$ cat src/common/tei_pkg.sv
// Constants shared by the external input conditioning block and its helpers.
// Assumes a 32-bit AXI4-Lite register bus and pins that idle high.
package tei_pkg;
  // Register byte offsets
  localparam logic [3:0] OFS_CTRL = 4'h0;
  localparam logic [3:0] OFS_STATUS = 4'h4;
  localparam logic [3:0] OFS_TMR0 = 4'h8;
  localparam logic [3:0] OFS_TMR1 = 4'hC;
  localparam int unsigned OFS_W = 4;
  localparam int unsigned DATA_W = 32;
  localparam int unsigned STRB_W = 4;

  // Control register fields
  localparam int unsigned CTRL_W = 8;
  localparam int unsigned CTRL_EDGE0 = 0;
  localparam int unsigned CTRL_EDGE1 = 1;
  localparam int unsigned CTRL_TIMER_ZERO_GATE_SELECT = 2;
  localparam int unsigned CTRL_TIMER_ONE_GATE_SELECT = 3;
  localparam int unsigned CTRL_RUN0 = 4;
  localparam int unsigned CTRL_RUN1 = 5;
  localparam int unsigned CTRL_CNT0 = 6;
  localparam int unsigned CTRL_CNT1 = 7;
  localparam logic [7:0] CTRL_RST = 8'h00;

  // Status register fields
  localparam int unsigned STAT_FLAG0 = 0;
  localparam int unsigned STAT_FLAG1 = 1;
  localparam int unsigned STAT_LVL0 = 2;
  localparam int unsigned STAT_LVL1 = 3;

  // Pin vector layout inside the synchroniser
  localparam int unsigned PIN_N = 4;
  localparam int unsigned PIN_IRQ0 = 0;
  localparam int unsigned PIN_IRQ1 = 1;
  localparam int unsigned PIN_CNT0 = 2;
  localparam int unsigned PIN_CNT1 = 3;

  // Timer width and reset value
  localparam int unsigned TMR_W = 16;
  localparam logic [15:0] TMR_RST = 16'h0000;

  // AXI responses
  localparam logic [1:0] RESP_OKAY = 2'h0;
  localparam logic [1:0] RESP_SLVERR = 2'h2;

  typedef enum logic [2:0] {
    SEL_CTRL,
    SEL_STATUS,
    SEL_TMR0,
    SEL_TMR1,
    SEL_NONE
  } tei_sel_type;
endpackage

$ cat src/rtl/tei_pin_sync.sv
// Two-stage synchroniser plus falling-edge detector for a vector of pins.
// Assumes pins idle high; the first stage feeds only the second.
`timescale 1ns/1ps
module tei_pin_sync #(
  parameter int unsigned WIDTH = tei_pkg::PIN_N
) (
  input wire logic core_clk,
  input wire logic srst,
  input wire logic [WIDTH-1:0] pins,
  output logic [WIDTH-1:0] level,
  output logic [WIDTH-1:0] fall
);
  typedef struct packed {
    logic [WIDTH-1:0] meta;
    logic [WIDTH-1:0] stable;
    logic [WIDTH-1:0] prev;
  } tei_sync_state_type;

  tei_sync_state_type st_r;
  tei_sync_state_type st_nxt;

  if (WIDTH < 1) begin : g_bad_width
    $error("tei_pin_sync: WIDTH must be at least 1");
  end

  // Shift the pins through; reset to idle high so release makes no edge
  always_comb begin
    st_nxt = st_r;
    st_nxt.meta = pins;
    st_nxt.stable = st_r.meta;
    st_nxt.prev = st_r.stable;
  end

  always_ff @(posedge core_clk) begin
    if (srst) begin
      st_r <= '1;
    end else begin
      st_r <= st_nxt;
    end
  end

  // Edge taken between the two settled stages, never from the first
  assign level = st_r.stable;
  assign fall = st_r.prev & ~st_r.stable;

  for (genvar i = 0; i < WIDTH; i++) begin : g_chk

  end
endmodule // tei_pin_sync

$ cat src/rtl/tei_timer.sv
// One up-counting timer with load, run control and counter mode.
// Assumes the count edge is a one-cycle pulse already synchronised.
`timescale 1ns/1ps
module tei_timer #(
  parameter int unsigned WIDTH = tei_pkg::TMR_W
) (
  input wire logic core_clk,
  input wire logic srst,
  input wire logic run,
  input wire logic count_mode,
  input wire logic count_edge,
  input wire logic load,
  input wire logic [WIDTH-1:0] load_value,
  output logic [WIDTH-1:0] count
);
  typedef struct packed {
    logic [WIDTH-1:0] count;
  } tei_timer_state_type;

  tei_timer_state_type st_r;
  tei_timer_state_type st_nxt;

  if (WIDTH < 1 || WIDTH > tei_pkg::TMR_W) begin : g_bad_width
    $error("tei_timer: WIDTH must lie between 1 and 16");
  end

  // Load has priority so software sees the value it wrote
  always_comb begin
    st_nxt = st_r;
    if (load) begin
      st_nxt.count = load_value;
    end else if (run && (count_mode ? count_edge : 1'b1)) begin
      st_nxt.count = WIDTH'(st_r.count + 1'b1);
    end
  end

  always_ff @(posedge core_clk) begin
    if (srst) begin
      st_r <= WIDTH'(tei_pkg::TMR_RST);
    end else begin
      st_r <= st_nxt;
    end
  end

  assign count = st_r.count;
endmodule // tei_timer

$ cat src/rtl/tei_top.sv
// External interrupt and timer input conditioning with an AXI4-Lite slave.
// Assumes pins asynchronous inputs that idle high and one AXI master.
//
// Decided for this implementation: the AXI4-Lite interface to the registers and the register offsets.
`timescale 1ns/1ps
module tei_top #(
  parameter int unsigned ADDR_W = 4
) (
  input wire logic core_clk,
  input wire logic srst,
  input wire logic ext_irq_pin_ch0,
  input wire logic ext_irq_pin_ch1,
  input wire logic timer_zero_count_pin,
  input wire logic timer_one_count_pin,
  input wire logic [ADDR_W-1:0] s_axi_awaddr,
  input wire logic [2:0] s_axi_awprot,
  input wire logic s_axi_awvalid,
  output logic s_axi_awready,
  input wire logic [31:0] s_axi_wdata,
  input wire logic [3:0] s_axi_wstrb,
  input wire logic s_axi_wvalid,
  output logic s_axi_wready,
  output logic [1:0] s_axi_bresp,
  output logic s_axi_bvalid,
  input wire logic s_axi_bready,
  input wire logic [ADDR_W-1:0] s_axi_araddr,
  input wire logic [2:0] s_axi_arprot,
  input wire logic s_axi_arvalid,
  output logic s_axi_arready,
  output logic [31:0] s_axi_rdata,
  output logic [1:0] s_axi_rresp,
  output logic s_axi_rvalid,
  input wire logic s_axi_rready,
  output logic irq_flag_ch0,
  output logic irq_flag_ch1,
  output logic [15:0] timer_zero_count,
  output logic [15:0] timer_one_count
);
  typedef struct packed {
    logic awready;
    logic wready;
    logic aw_held;
    logic [ADDR_W-1:0] aw_addr;
    logic w_held;
    logic [31:0] w_data;
    logic [3:0] w_strb;
    logic bvalid;
    logic [1:0] bresp;
    logic arready;
    logic rvalid;
    logic [31:0] rdata;
    logic [1:0] rresp;
    logic [7:0] ctrl;
    logic [1:0] flag;
  } tei_top_state_type;

  tei_top_state_type st_r;
  tei_top_state_type st_nxt;

  logic [tei_pkg::PIN_N-1:0] pin_level;
  logic [tei_pkg::PIN_N-1:0] pin_fall;
  logic do_write;
  tei_pkg::tei_sel_type wr_sel;
  logic [1:0] flag_set;
  logic [1:0] flag_clr;
  logic run0;
  logic run1;
  logic load0;
  logic load1;
  logic [31:0] tmr0_merged;
  logic [31:0] tmr1_merged;

  if (ADDR_W < tei_pkg::OFS_W || ADDR_W > 32) begin : g_bad_addr
    $error("tei_top: ADDR_W must lie between 4 and 32");
  end

  // Word decode shared by the read and write paths; upper bits must be zero
  function automatic tei_pkg::tei_sel_type decode(input logic [ADDR_W-1:0] addr);
    logic [3:0] low;
    low = addr[3:0];
    decode = tei_pkg::SEL_NONE;
    if ((addr >> tei_pkg::OFS_W) == '0) begin
      unique case (low)
        tei_pkg::OFS_CTRL: decode = tei_pkg::SEL_CTRL;
        tei_pkg::OFS_STATUS: decode = tei_pkg::SEL_STATUS;
        tei_pkg::OFS_TMR0: decode = tei_pkg::SEL_TMR0;
        tei_pkg::OFS_TMR1: decode = tei_pkg::SEL_TMR1;
        default: decode = tei_pkg::SEL_NONE;
      endcase
    end
  endfunction

  // Byte-lane merge used by the two timer registers only
  function automatic logic [31:0] merge(input logic [31:0] old_v, input logic [31:0] new_v,
                                        input logic [3:0] strb);
    logic [31:0] res;
    res = old_v;
    for (int b = 0; b < 4; b++) begin
      if (strb[b]) begin
        res[8*b +: 8] = new_v[8*b +: 8];
      end
    end
    merge = res;
  endfunction

  // Pins pass the synchroniser before any flag or timer looks at them
  tei_pin_sync #(
    .WIDTH(tei_pkg::PIN_N)
  ) u_sync (
    .core_clk(core_clk),
    .srst(srst),
    .pins({timer_one_count_pin, timer_zero_count_pin, ext_irq_pin_ch1, ext_irq_pin_ch0}),
    .level(pin_level),
    .fall(pin_fall)
  );

  // A write fires once both halves are held and no response is pending
  assign do_write = st_r.aw_held && st_r.w_held && !st_r.bvalid;
  assign wr_sel = decode(st_r.aw_addr);

  // Flag sources: edge pulse or low level, chosen per channel
  assign flag_set[0] = st_r.ctrl[tei_pkg::CTRL_EDGE0] ? pin_fall[tei_pkg::PIN_IRQ0]
                                                      : !pin_level[tei_pkg::PIN_IRQ0];
  assign flag_set[1] = st_r.ctrl[tei_pkg::CTRL_EDGE1] ? pin_fall[tei_pkg::PIN_IRQ1]
                                                      : !pin_level[tei_pkg::PIN_IRQ1];
  // Write one to clear; a set in the same cycle still wins
  assign flag_clr[0] = do_write && wr_sel == tei_pkg::SEL_STATUS && st_r.w_strb[0]
                       && st_r.w_data[tei_pkg::STAT_FLAG0];
  assign flag_clr[1] = do_write && wr_sel == tei_pkg::SEL_STATUS && st_r.w_strb[0]
                       && st_r.w_data[tei_pkg::STAT_FLAG1];

  // Gate select makes the interrupt pin a second run condition
  assign run0 = st_r.ctrl[tei_pkg::CTRL_RUN0]
                && (!st_r.ctrl[tei_pkg::CTRL_TIMER_ZERO_GATE_SELECT] || pin_level[tei_pkg::PIN_IRQ0]);
  assign run1 = st_r.ctrl[tei_pkg::CTRL_RUN1]
                && (!st_r.ctrl[tei_pkg::CTRL_TIMER_ONE_GATE_SELECT] || pin_level[tei_pkg::PIN_IRQ1]);

  // Timer loads from the bus
  assign load0 = do_write && wr_sel == tei_pkg::SEL_TMR0;
  assign load1 = do_write && wr_sel == tei_pkg::SEL_TMR1;
  assign tmr0_merged = merge({16'h0000, timer_zero_count}, st_r.w_data, st_r.w_strb);
  assign tmr1_merged = merge({16'h0000, timer_one_count}, st_r.w_data, st_r.w_strb);

  tei_timer #(
    .WIDTH(tei_pkg::TMR_W)
  ) u_timer0 (
    .core_clk(core_clk),
    .srst(srst),
    .run(run0),
    .count_mode(st_r.ctrl[tei_pkg::CTRL_CNT0]),
    .count_edge(pin_fall[tei_pkg::PIN_CNT0]),
    .load(load0),
    .load_value(tmr0_merged[15:0]),
    .count(timer_zero_count)
  );

  tei_timer #(
    .WIDTH(tei_pkg::TMR_W)
  ) u_timer1 (
    .core_clk(core_clk),
    .srst(srst),
    .run(run1),
    .count_mode(st_r.ctrl[tei_pkg::CTRL_CNT1]),
    .count_edge(pin_fall[tei_pkg::PIN_CNT1]),
    .load(load1),
    .load_value(tmr1_merged[15:0]),
    .count(timer_one_count)
  );

  // Bus slave and register state; one write and one read in flight at most
  always_comb begin
    tei_pkg::tei_sel_type rd_sel;
    rd_sel = decode(s_axi_araddr);
    st_nxt = st_r;
    if (s_axi_awvalid && st_r.awready) begin
      st_nxt.aw_held = 1'b1;
      st_nxt.aw_addr = s_axi_awaddr;
    end
    if (s_axi_wvalid && st_r.wready) begin
      st_nxt.w_held = 1'b1;
      st_nxt.w_data = s_axi_wdata;
      st_nxt.w_strb = s_axi_wstrb;
    end
    if (st_r.bvalid && s_axi_bready) begin
      st_nxt.bvalid = 1'b0;
    end
    if (do_write) begin
      st_nxt.aw_held = 1'b0;
      st_nxt.w_held = 1'b0;
      st_nxt.bvalid = 1'b1;
      st_nxt.bresp = (wr_sel == tei_pkg::SEL_NONE) ? tei_pkg::RESP_SLVERR : tei_pkg::RESP_OKAY;
      if (wr_sel == tei_pkg::SEL_CTRL && st_r.w_strb[0]) begin
        st_nxt.ctrl = st_r.w_data[7:0];
      end
    end
    // Flags: set beats clear
    st_nxt.flag = flag_set | (st_r.flag & ~flag_clr);
    // Held halves block a second write until the response is accepted
    st_nxt.awready = !st_nxt.aw_held && !st_nxt.bvalid;
    st_nxt.wready = !st_nxt.w_held && !st_nxt.bvalid;
    if (st_r.rvalid && s_axi_rready) begin
      st_nxt.rvalid = 1'b0;
    end
    if (s_axi_arvalid && st_r.arready) begin
      st_nxt.rvalid = 1'b1;
      st_nxt.rresp = tei_pkg::RESP_OKAY;
      st_nxt.rdata = 32'h00000000;
      unique case (rd_sel)
        tei_pkg::SEL_CTRL: st_nxt.rdata = {24'h000000, st_r.ctrl};
        tei_pkg::SEL_STATUS: st_nxt.rdata = {28'h0000000, pin_level[tei_pkg::PIN_IRQ1],
                                             pin_level[tei_pkg::PIN_IRQ0], st_r.flag};
        tei_pkg::SEL_TMR0: st_nxt.rdata = {16'h0000, timer_zero_count};
        tei_pkg::SEL_TMR1: st_nxt.rdata = {16'h0000, timer_one_count};
        tei_pkg::SEL_NONE: st_nxt.rresp = tei_pkg::RESP_SLVERR;
      endcase
    end
    st_nxt.arready = !st_nxt.rvalid;
  end

  always_ff @(posedge core_clk) begin
    if (srst) begin
      st_r <= '0;
      st_r.ctrl <= tei_pkg::CTRL_RST;
    end else begin
      st_r <= st_nxt;
    end
  end

  assign s_axi_awready = st_r.awready;
  assign s_axi_wready = st_r.wready;
  assign s_axi_bvalid = st_r.bvalid;
  assign s_axi_bresp = st_r.bresp;
  assign s_axi_arready = st_r.arready;
  assign s_axi_rvalid = st_r.rvalid;
  assign s_axi_rdata = st_r.rdata;
  assign s_axi_rresp = st_r.rresp;
  assign irq_flag_ch0 = st_r.flag[0];
  assign irq_flag_ch1 = st_r.flag[1];
endmodule // tei_top

$ cat config.mk
export PLATFORM = sky130hd
export DESIGN_NAME = tei_top
export DESIGN_NICKNAME = d
export VERILOG_FILES = /design/src/common/tei_pkg.sv /design/src/rtl/tei_pin_sync.sv /design/src/rtl/tei_timer.sv /design/src/rtl/tei_top.sv
export SDC_FILE = /design/constraint.sdc
export NUM_CORES = 1
export LEC_CHECK = 0
export BUFFER_PORTS_ARGS = -buffer_cell sky130_fd_sc_hd__buf_2
export CORE_ASPECT_RATIO = 0.7
export CORE_MARGIN = 2
export CORE_UTILIZATION = 53
export CTS_CLUSTER_DIAMETER = 120
export DETAILED_ROUTE_END_ITERATION = 6
export PLACE_DENSITY = 0.82
export REMOVE_ABC_BUFFERS = 1
export SYNTH_ARGS = -nofsm -noshare
export SYNTH_HDL_FRONTEND = slang
export SYNTH_SLANG_ARGS = --single-unit
$ cat constraint.sdc
create_clock -name core_clk -period 2.35 [get_ports core_clk]
set_input_delay 0.235 -clock core_clk [delete_from_list [all_inputs] [get_ports core_clk]]
set_output_delay 0.235 -clock core_clk [all_outputs]
set_load 0.005 [all_outputs]
======== Word level (Yosys, flattened, before mapping) ========
Index checks and enable logic that the tools add are counted.
storage, ports and cells
  bits in registers ....................... 137
  input port bits ......................... 61
operators by class
  add/sub/neg operators ................... 2
  eq/ne operators ......................... 18
  muxes and demuxes ....................... 23
  bitwise gates (word level) .............. 5
  reduce and logical (&&, ||, !) cells .... 42
operators with widths
  kind                     number
  $mux W16                 4
  $pmux W16 S4             1
  $mux W37                 1
  $mux W35                 1
  $add A16 B1 Y16 const B  2
  $pmux W3 S4              2
  $logic_and A1 B1 Y1      20
  $eq A4 B4 Y1 const B     4
  $mux W8                  2
  $eq A3 B2 Y1 const B     4
  $reduce_and A2 Y1        5
  $logic_not A1 Y1         9
  $eq A4 B3 Y1 const B     2
  $logic_not A4 Y1         2
  $mux W1                  8
  $ne A2 B2 Y1 const B     4
  $eq A3 B1 Y1 const B     2
  $eq A3 B3 Y1 const B     2
  $logic_not A3 Y1         2
  $mux W5                  1
  $and A4 B4 Y4            1
  $mux W2                  2
  $not A4 Y4               1
  $reduce_bool A2 Y1       2
  5 further kinds          6

======== Longest topological paths before layout ========
  depth in word-level cells ............... 9
  mapped depth ............................ 7

======== By module ========
Synthesis repeated with hierarchy kept, for this count alone.
second synthesis, totals
  cells, all modules ...................... 635
  area, all modules ....................... 5,200.0 um^2
modules (own cells, without submodules)
  module        instances  cells each  area an instance (um^2)
  tei_top       1          388         3,044.2
  tei_timer     2          107         887.1
  tei_pin_sync  1          33          381.6

======== Worst setup path after synthesis ========
Ideal clock, no wire load.
  path kind ............................... reg2reg
  start ................................... register st_r[86] (netlist name)
  end ..................................... register u_timer0.st_r, in the netlist u_timer0.count[11]
  library setup time ...................... 116 ps
  arrival ................................. 1,629 ps
  path slack .............................. 605 ps
  stages on the path, launching flop included .. 7
  clock period less this slack ............ 1,745 ps
  path through ............................ dfxtp_1 > or4b_4 > nor2_4 > nor2_2 > buf_6 > or2_1 > o211a_1
on the way
  cells in the longest elaborated chain, start to end .. 6
  elaborated cells on any way between the ends .. 11
  those cells by class .................... 5 x eq/ne; 2 x mux; 4 x reduce/logical
RTL lines
  item                                                          RTL line         text
  from (decl)                                                   tei_top.sv:57    tei_top_state_type st_r;
  from (signal assigned)                                        tei_top.sv:225   st_r <= st_nxt;
  $eq A4 B4 Y1 (tied with other cells)                          tei_top.sv:83    unique case (low)
  $pmux W3 S4 (*)                                               tei_top.sv:83
  $eq A3 B2 Y1 (*)                                              tei_top.sv:139   assign load0 = do_write && wr_sel == tei_pkg::SEL_TMR0;
  $logic_and A1 B1 Y1 (*)                                       tei_top.sv:139
  $ne A2 B2 Y1 (no line) or $reduce_bool A2 Y1 (tied branches)  n/a
  $reduce_and A2 Y1 (no line)                                   n/a
  to (signal assigned)                                          tei_timer.sv:39  st_r <= WIDTH'(tei_pkg::TMR_RST);
  to (signal assigned)                                          tei_timer.sv:41  st_r <= st_nxt;
  to (decl)                                                     tei_timer.sv:20  tei_timer_state_type st_r;
Every way passes the cells marked *; elsewhere a longest branch is shown, timed or not.
A chain may end at the register's enable or synchronous reset.

======== Worst setup path after layout ========
  start ................................... register st_r, in the netlist s_axi_bvalid
  end ..................................... register u_timer1.st_r, in the netlist u_timer1.count[10]
on the way
  cells in the longest elaborated chain, start to end .. 5
  elaborated cells on any way between the ends .. 7
  those cells by class .................... 1 x eq/ne; 1 x mux; 5 x reduce/logical
RTL lines
  item                                                          RTL line         text
  $logic_not A1 Y1 (*)                                          tei_top.sv:118   assign do_write = st_r.aw_held && st_r.w_held && !st_r.bvalid;
  $logic_and A1 B1 Y1 (*)                                       tei_top.sv:118
  $logic_and A1 B1 Y1 (*)                                       tei_top.sv:140   assign load1 = do_write && wr_sel == tei_pkg::SEL_TMR1;
  $ne A2 B2 Y1 (no line) or $reduce_bool A2 Y1 (tied branches)  n/a
  $reduce_and A2 Y1 (no line)                                   n/a
  to (signal assigned)                                          tei_timer.sv:39
  to (signal assigned)                                          tei_timer.sv:41
  to (decl)                                                     tei_timer.sv:20
Marked as above.

==> reports/results.txt <==
Outcome: complete, no violations
Starting density of the core: 55.0%
WL per Instance: 16.7 µm
Mean post-synth cell area: 8.32 µm²
# Post-CTS Setup Buffers: 0
Peak supply drop: 336 µV
Placed Cells: 790
I/O Pins: 136
Post-synth EDFFs: 0
Clk Tree Root Cell: clkbuf_16
Die width: 120 µm
Clock transition at path regs: 0.06 ns
Nets: 740
Met3 wire length: 1.28 mm
Num CTS Buffers: 9
Crit start category: flip-flop
Critical path endpoint category: flip-flop
Tightest Pin Transition: 1.02 ns
Worst-path fanout max: 10
Clk buf depth: 2
GP Congestion: 0.895
Hold EP: u_sync.st_nxt[7]$_SDFF_PP1_
DRC: 0
R2R cell count: 5
Asr flop ratio synth: 0%
Setup TNS Final: 0 ns
Core Util, Final: 62.4%
Die area: 10300 µm²
Row Count: 29
RR Startpoint: s_axi_bvalid$_SDFF_PP0_
Htree depth: 3
Setup slack, reg-to-reg: 0.31 ns
Worst EP required: 2.61 ns
Cells on Worst Hold Path: 2
Die span in y: 85.5 µm
Max-cap viol count: 0
Lkg Pwr: 2.32 nW
Power Dens Cells: 590 nW/µm²
Fin cells: 805
Wire length on met1: 6.28 mm
First-pass GRT wire length: 21.6 mm
Post-Place Worst Slack: 0.373 ns
Max Transition Viols Final: 0
ANT cells: 0
Warnings, synthesis: 0
Setup violators final: 0
Core area: 9140 µm²
Slew HR: 31.3%
Register area: 2020 µm²
Cell Area, Synth: 5030 µm²
1st-pass router iterations: 5
Final worst setup slack: 0.312 ns
Maximum clock frequency: 491 MHz
DRT iter0 DRCs: 542
Met2 routed WL: 5.72 mm
Dpl hpwl: 10.0 mm
Clock skew: 0.00547 ns
Count of input and output buffers: 93
Highest routed layer: met4
Via count: 4714
Multi-input logic area: 2600 µm²
CTS tree: done
TritonCTS sink count: 101
Post-cts hold buffer count: 0
Kind of critical path: flip-flop to flip-flop
Final count of hold timing violations: 0
Overflow after GRT: 0
Area Growth Syn to Fin: 13.6%
Final worst path period share: 86.7%
CP arrival: 2.29 ns
Top_reg_cell synth: dfxtp_1
Reg-to-Reg End: u_timer1.count[10]$_SDFFE_PP0P_
Drt via density: 5.86
Initial antenna violation count: 0
Skew-Pair Late Insertion Delay: 0.35 ns
Gate Count Post-Synth: 604
GRT Total Usage: 26.4%
Filler cells: 829
Yosys cell types: 67
Power Total: 3.37 mW
Routed Wire Length: 13.4 mm
Share of post-route cells with drive strength above 1: 22.6%
Hold WC Path Type: primary input to flip-flop
Seq cells post-synth: 101
PostCTS Resize Cnt: 0
RSZ-0062 raised after global routing: no
Pin count of the biggest net entering global routing: 49
Post-synthesis sequential area ratio: 40.2%
Final ANT Viol Nets: 0
Vias in the first global route: 4275
Post-layout minimum cycle time: 2.04 ns
Hold Path Origin: timer_one_count_pin
==> cell usage in the layout, fill, tap and decap left out, types with 5 or more instances in the layout <==
cell,count
dfxtp_1,101
buf_2,93
nand2_1,67
a21oi_1,64
nor2_1,54
nor3_1,27
mux2i_1,19
nand3_1,18
conb_1,18
buf_4,18
inv_1,14
or2_2,12
nor4_1,10
nand4_1,9
a22oi_1,9
clkbuf_16,9
nor2b_1,8
or3_1,8
a211oi_1,8
nand2b_1,7
and3_1,6
a21o_1,6
and2_1,5
and4_1,5
a31oi_1,5
a221oi_1,5
==> flip-flops by register name, summed over array words and instances (netlist names) <==
name,count
u_sync.st_nxt,4
u_sync.level,4
u_sync.st_r,4
u_timer1.count,16
s_axi_awready,1
irq_flag_ch0,1
s_axi_bresp,1
s_axi_rvalid,1
st_r,32
irq_flag_ch1,1
s_axi_rresp,1
s_axi_arready,1
s_axi_rdata,16
u_timer0.count,16
s_axi_wready,1
s_axi_bvalid,1
==> worst max-delay path, cell delays in order, from the launching register on <==
cell and delay, ns:
dfxtp_1 0.39, and3b_1 0.33, and4_1 0.35, nor2_1 0.46, nand4_1 0.16, a221oi_1 0.25
==> report_power, final <==
group / total [mW] / switching (mW) / internal [mW]
Combinational: 0.211 / 0.129 / 0.0824
Sequential: 1.80 / 0.0437 / 1.75
Clock: 1.36 / 0.616 / 0.743
Total: 3.37 / 0.789 / 2.58
==> cell usage after synthesis (all sizes together), types with 3 or more instances <==
cell	number	area, µm²
dfxtp	101	2020
nand2	67	251
a21oi	64	320
nor2	56	220
buf	45	335
nor3	27	135
clkbuf	22	82.6
mux2i	20	204
nand3	20	110
inv	14	52.6
or2	14	87.6
nor4	10	62.6
a22oi	9	67.6
nand4	9	56.3
a211oi	8	60.1
nor2b	8	50.1
or3	8	50.1
and3	7	48.8
nand2b	7	43.8
a21o	6	45.0
a221oi	6	58.8
and2	6	37.5
mux2	6	67.6
o21ai	6	30.0
a31oi	5	31.3
and4	5	43.8
a22o	4	35.0
a311oi	4	35.0
nand3b	4	30.0
o31ai	4	30.0
nor3b	3	27.5
o32ai	3	26.3
==> worst max path at each step <==
stage                                           end               startpoint  cells after the start
CTS                 u_timer1.count[15]$_SDFFE_PP0P_  s_axi_bvalid$_SDFF_PP0_                      5
global placement    u_timer1.count[15]$_SDFFE_PP0P_  s_axi_bvalid$_SDFF_PP0_                      5
global route        u_timer1.count[14]$_SDFFE_PP0P_      st_r[85]$_SDFF_PP0_                      6
floorplan            u_timer0.count[2]$_SDFFE_PP0P_  s_axi_bvalid$_SDFF_PP0_                      5
detailed placement  u_timer1.count[15]$_SDFFE_PP0P_  s_axi_bvalid$_SDFF_PP0_                      5
finish              u_timer1.count[10]$_SDFFE_PP0P_  s_axi_bvalid$_SDFF_PP0_                      5
==> cell type report <==
| type | instances | area share, % |
|---|---|---|
| multi-input cells | 439 | 45.5 |
| flip-flops and latches | 101 | 35.4 |
| repair buffers | 112 | 10.9 |
| clock buffers | 14 | 4.45 |
| well taps | 124 | 2.72 |
| inverters | 14 | 0.920 |
| clock inverters | 1 | 0.131 |
==> metrics by stage <==
step           hold slack (ns)  instance area [µm²]
2_1_floorplan            0.301                 4670
3_3_place_gp             0.392                 5450
3_5_place_dp             0.397                 5450
4_1_cts                 0.0698                 5710
5_1_grt                 0.0702                 5710
6_report                0.0717                 5710
==> per-layer routing <==
layer  vias to the layer above  global-route usage (%)
met5                         -                       0
met3                        22                    6.99
met4                         0                    5.39
li1                       2257                       -
met2                       227                    39.2
met1                      2208                    38.8
==> logic make-up (layout without fill, tap and decap cells) <==
family | after synthesis | count (layout) | synth area share (%)
compound gates | 133 | 133 | 17.2
xor+xnor | 1 | 1 | 0.174
fa+ha+maj | 2 | 2 | 0.498
buf+inv | 81 | 141 | 9.36
flops | 101 | 101 | 40.2
mux | 28 | 28 | 6.30
other cells | 1 | 18 | 0.0746
simple gates | 257 | 257 | 26.2
Note: power is estimated with default switching activity, not from simulation.
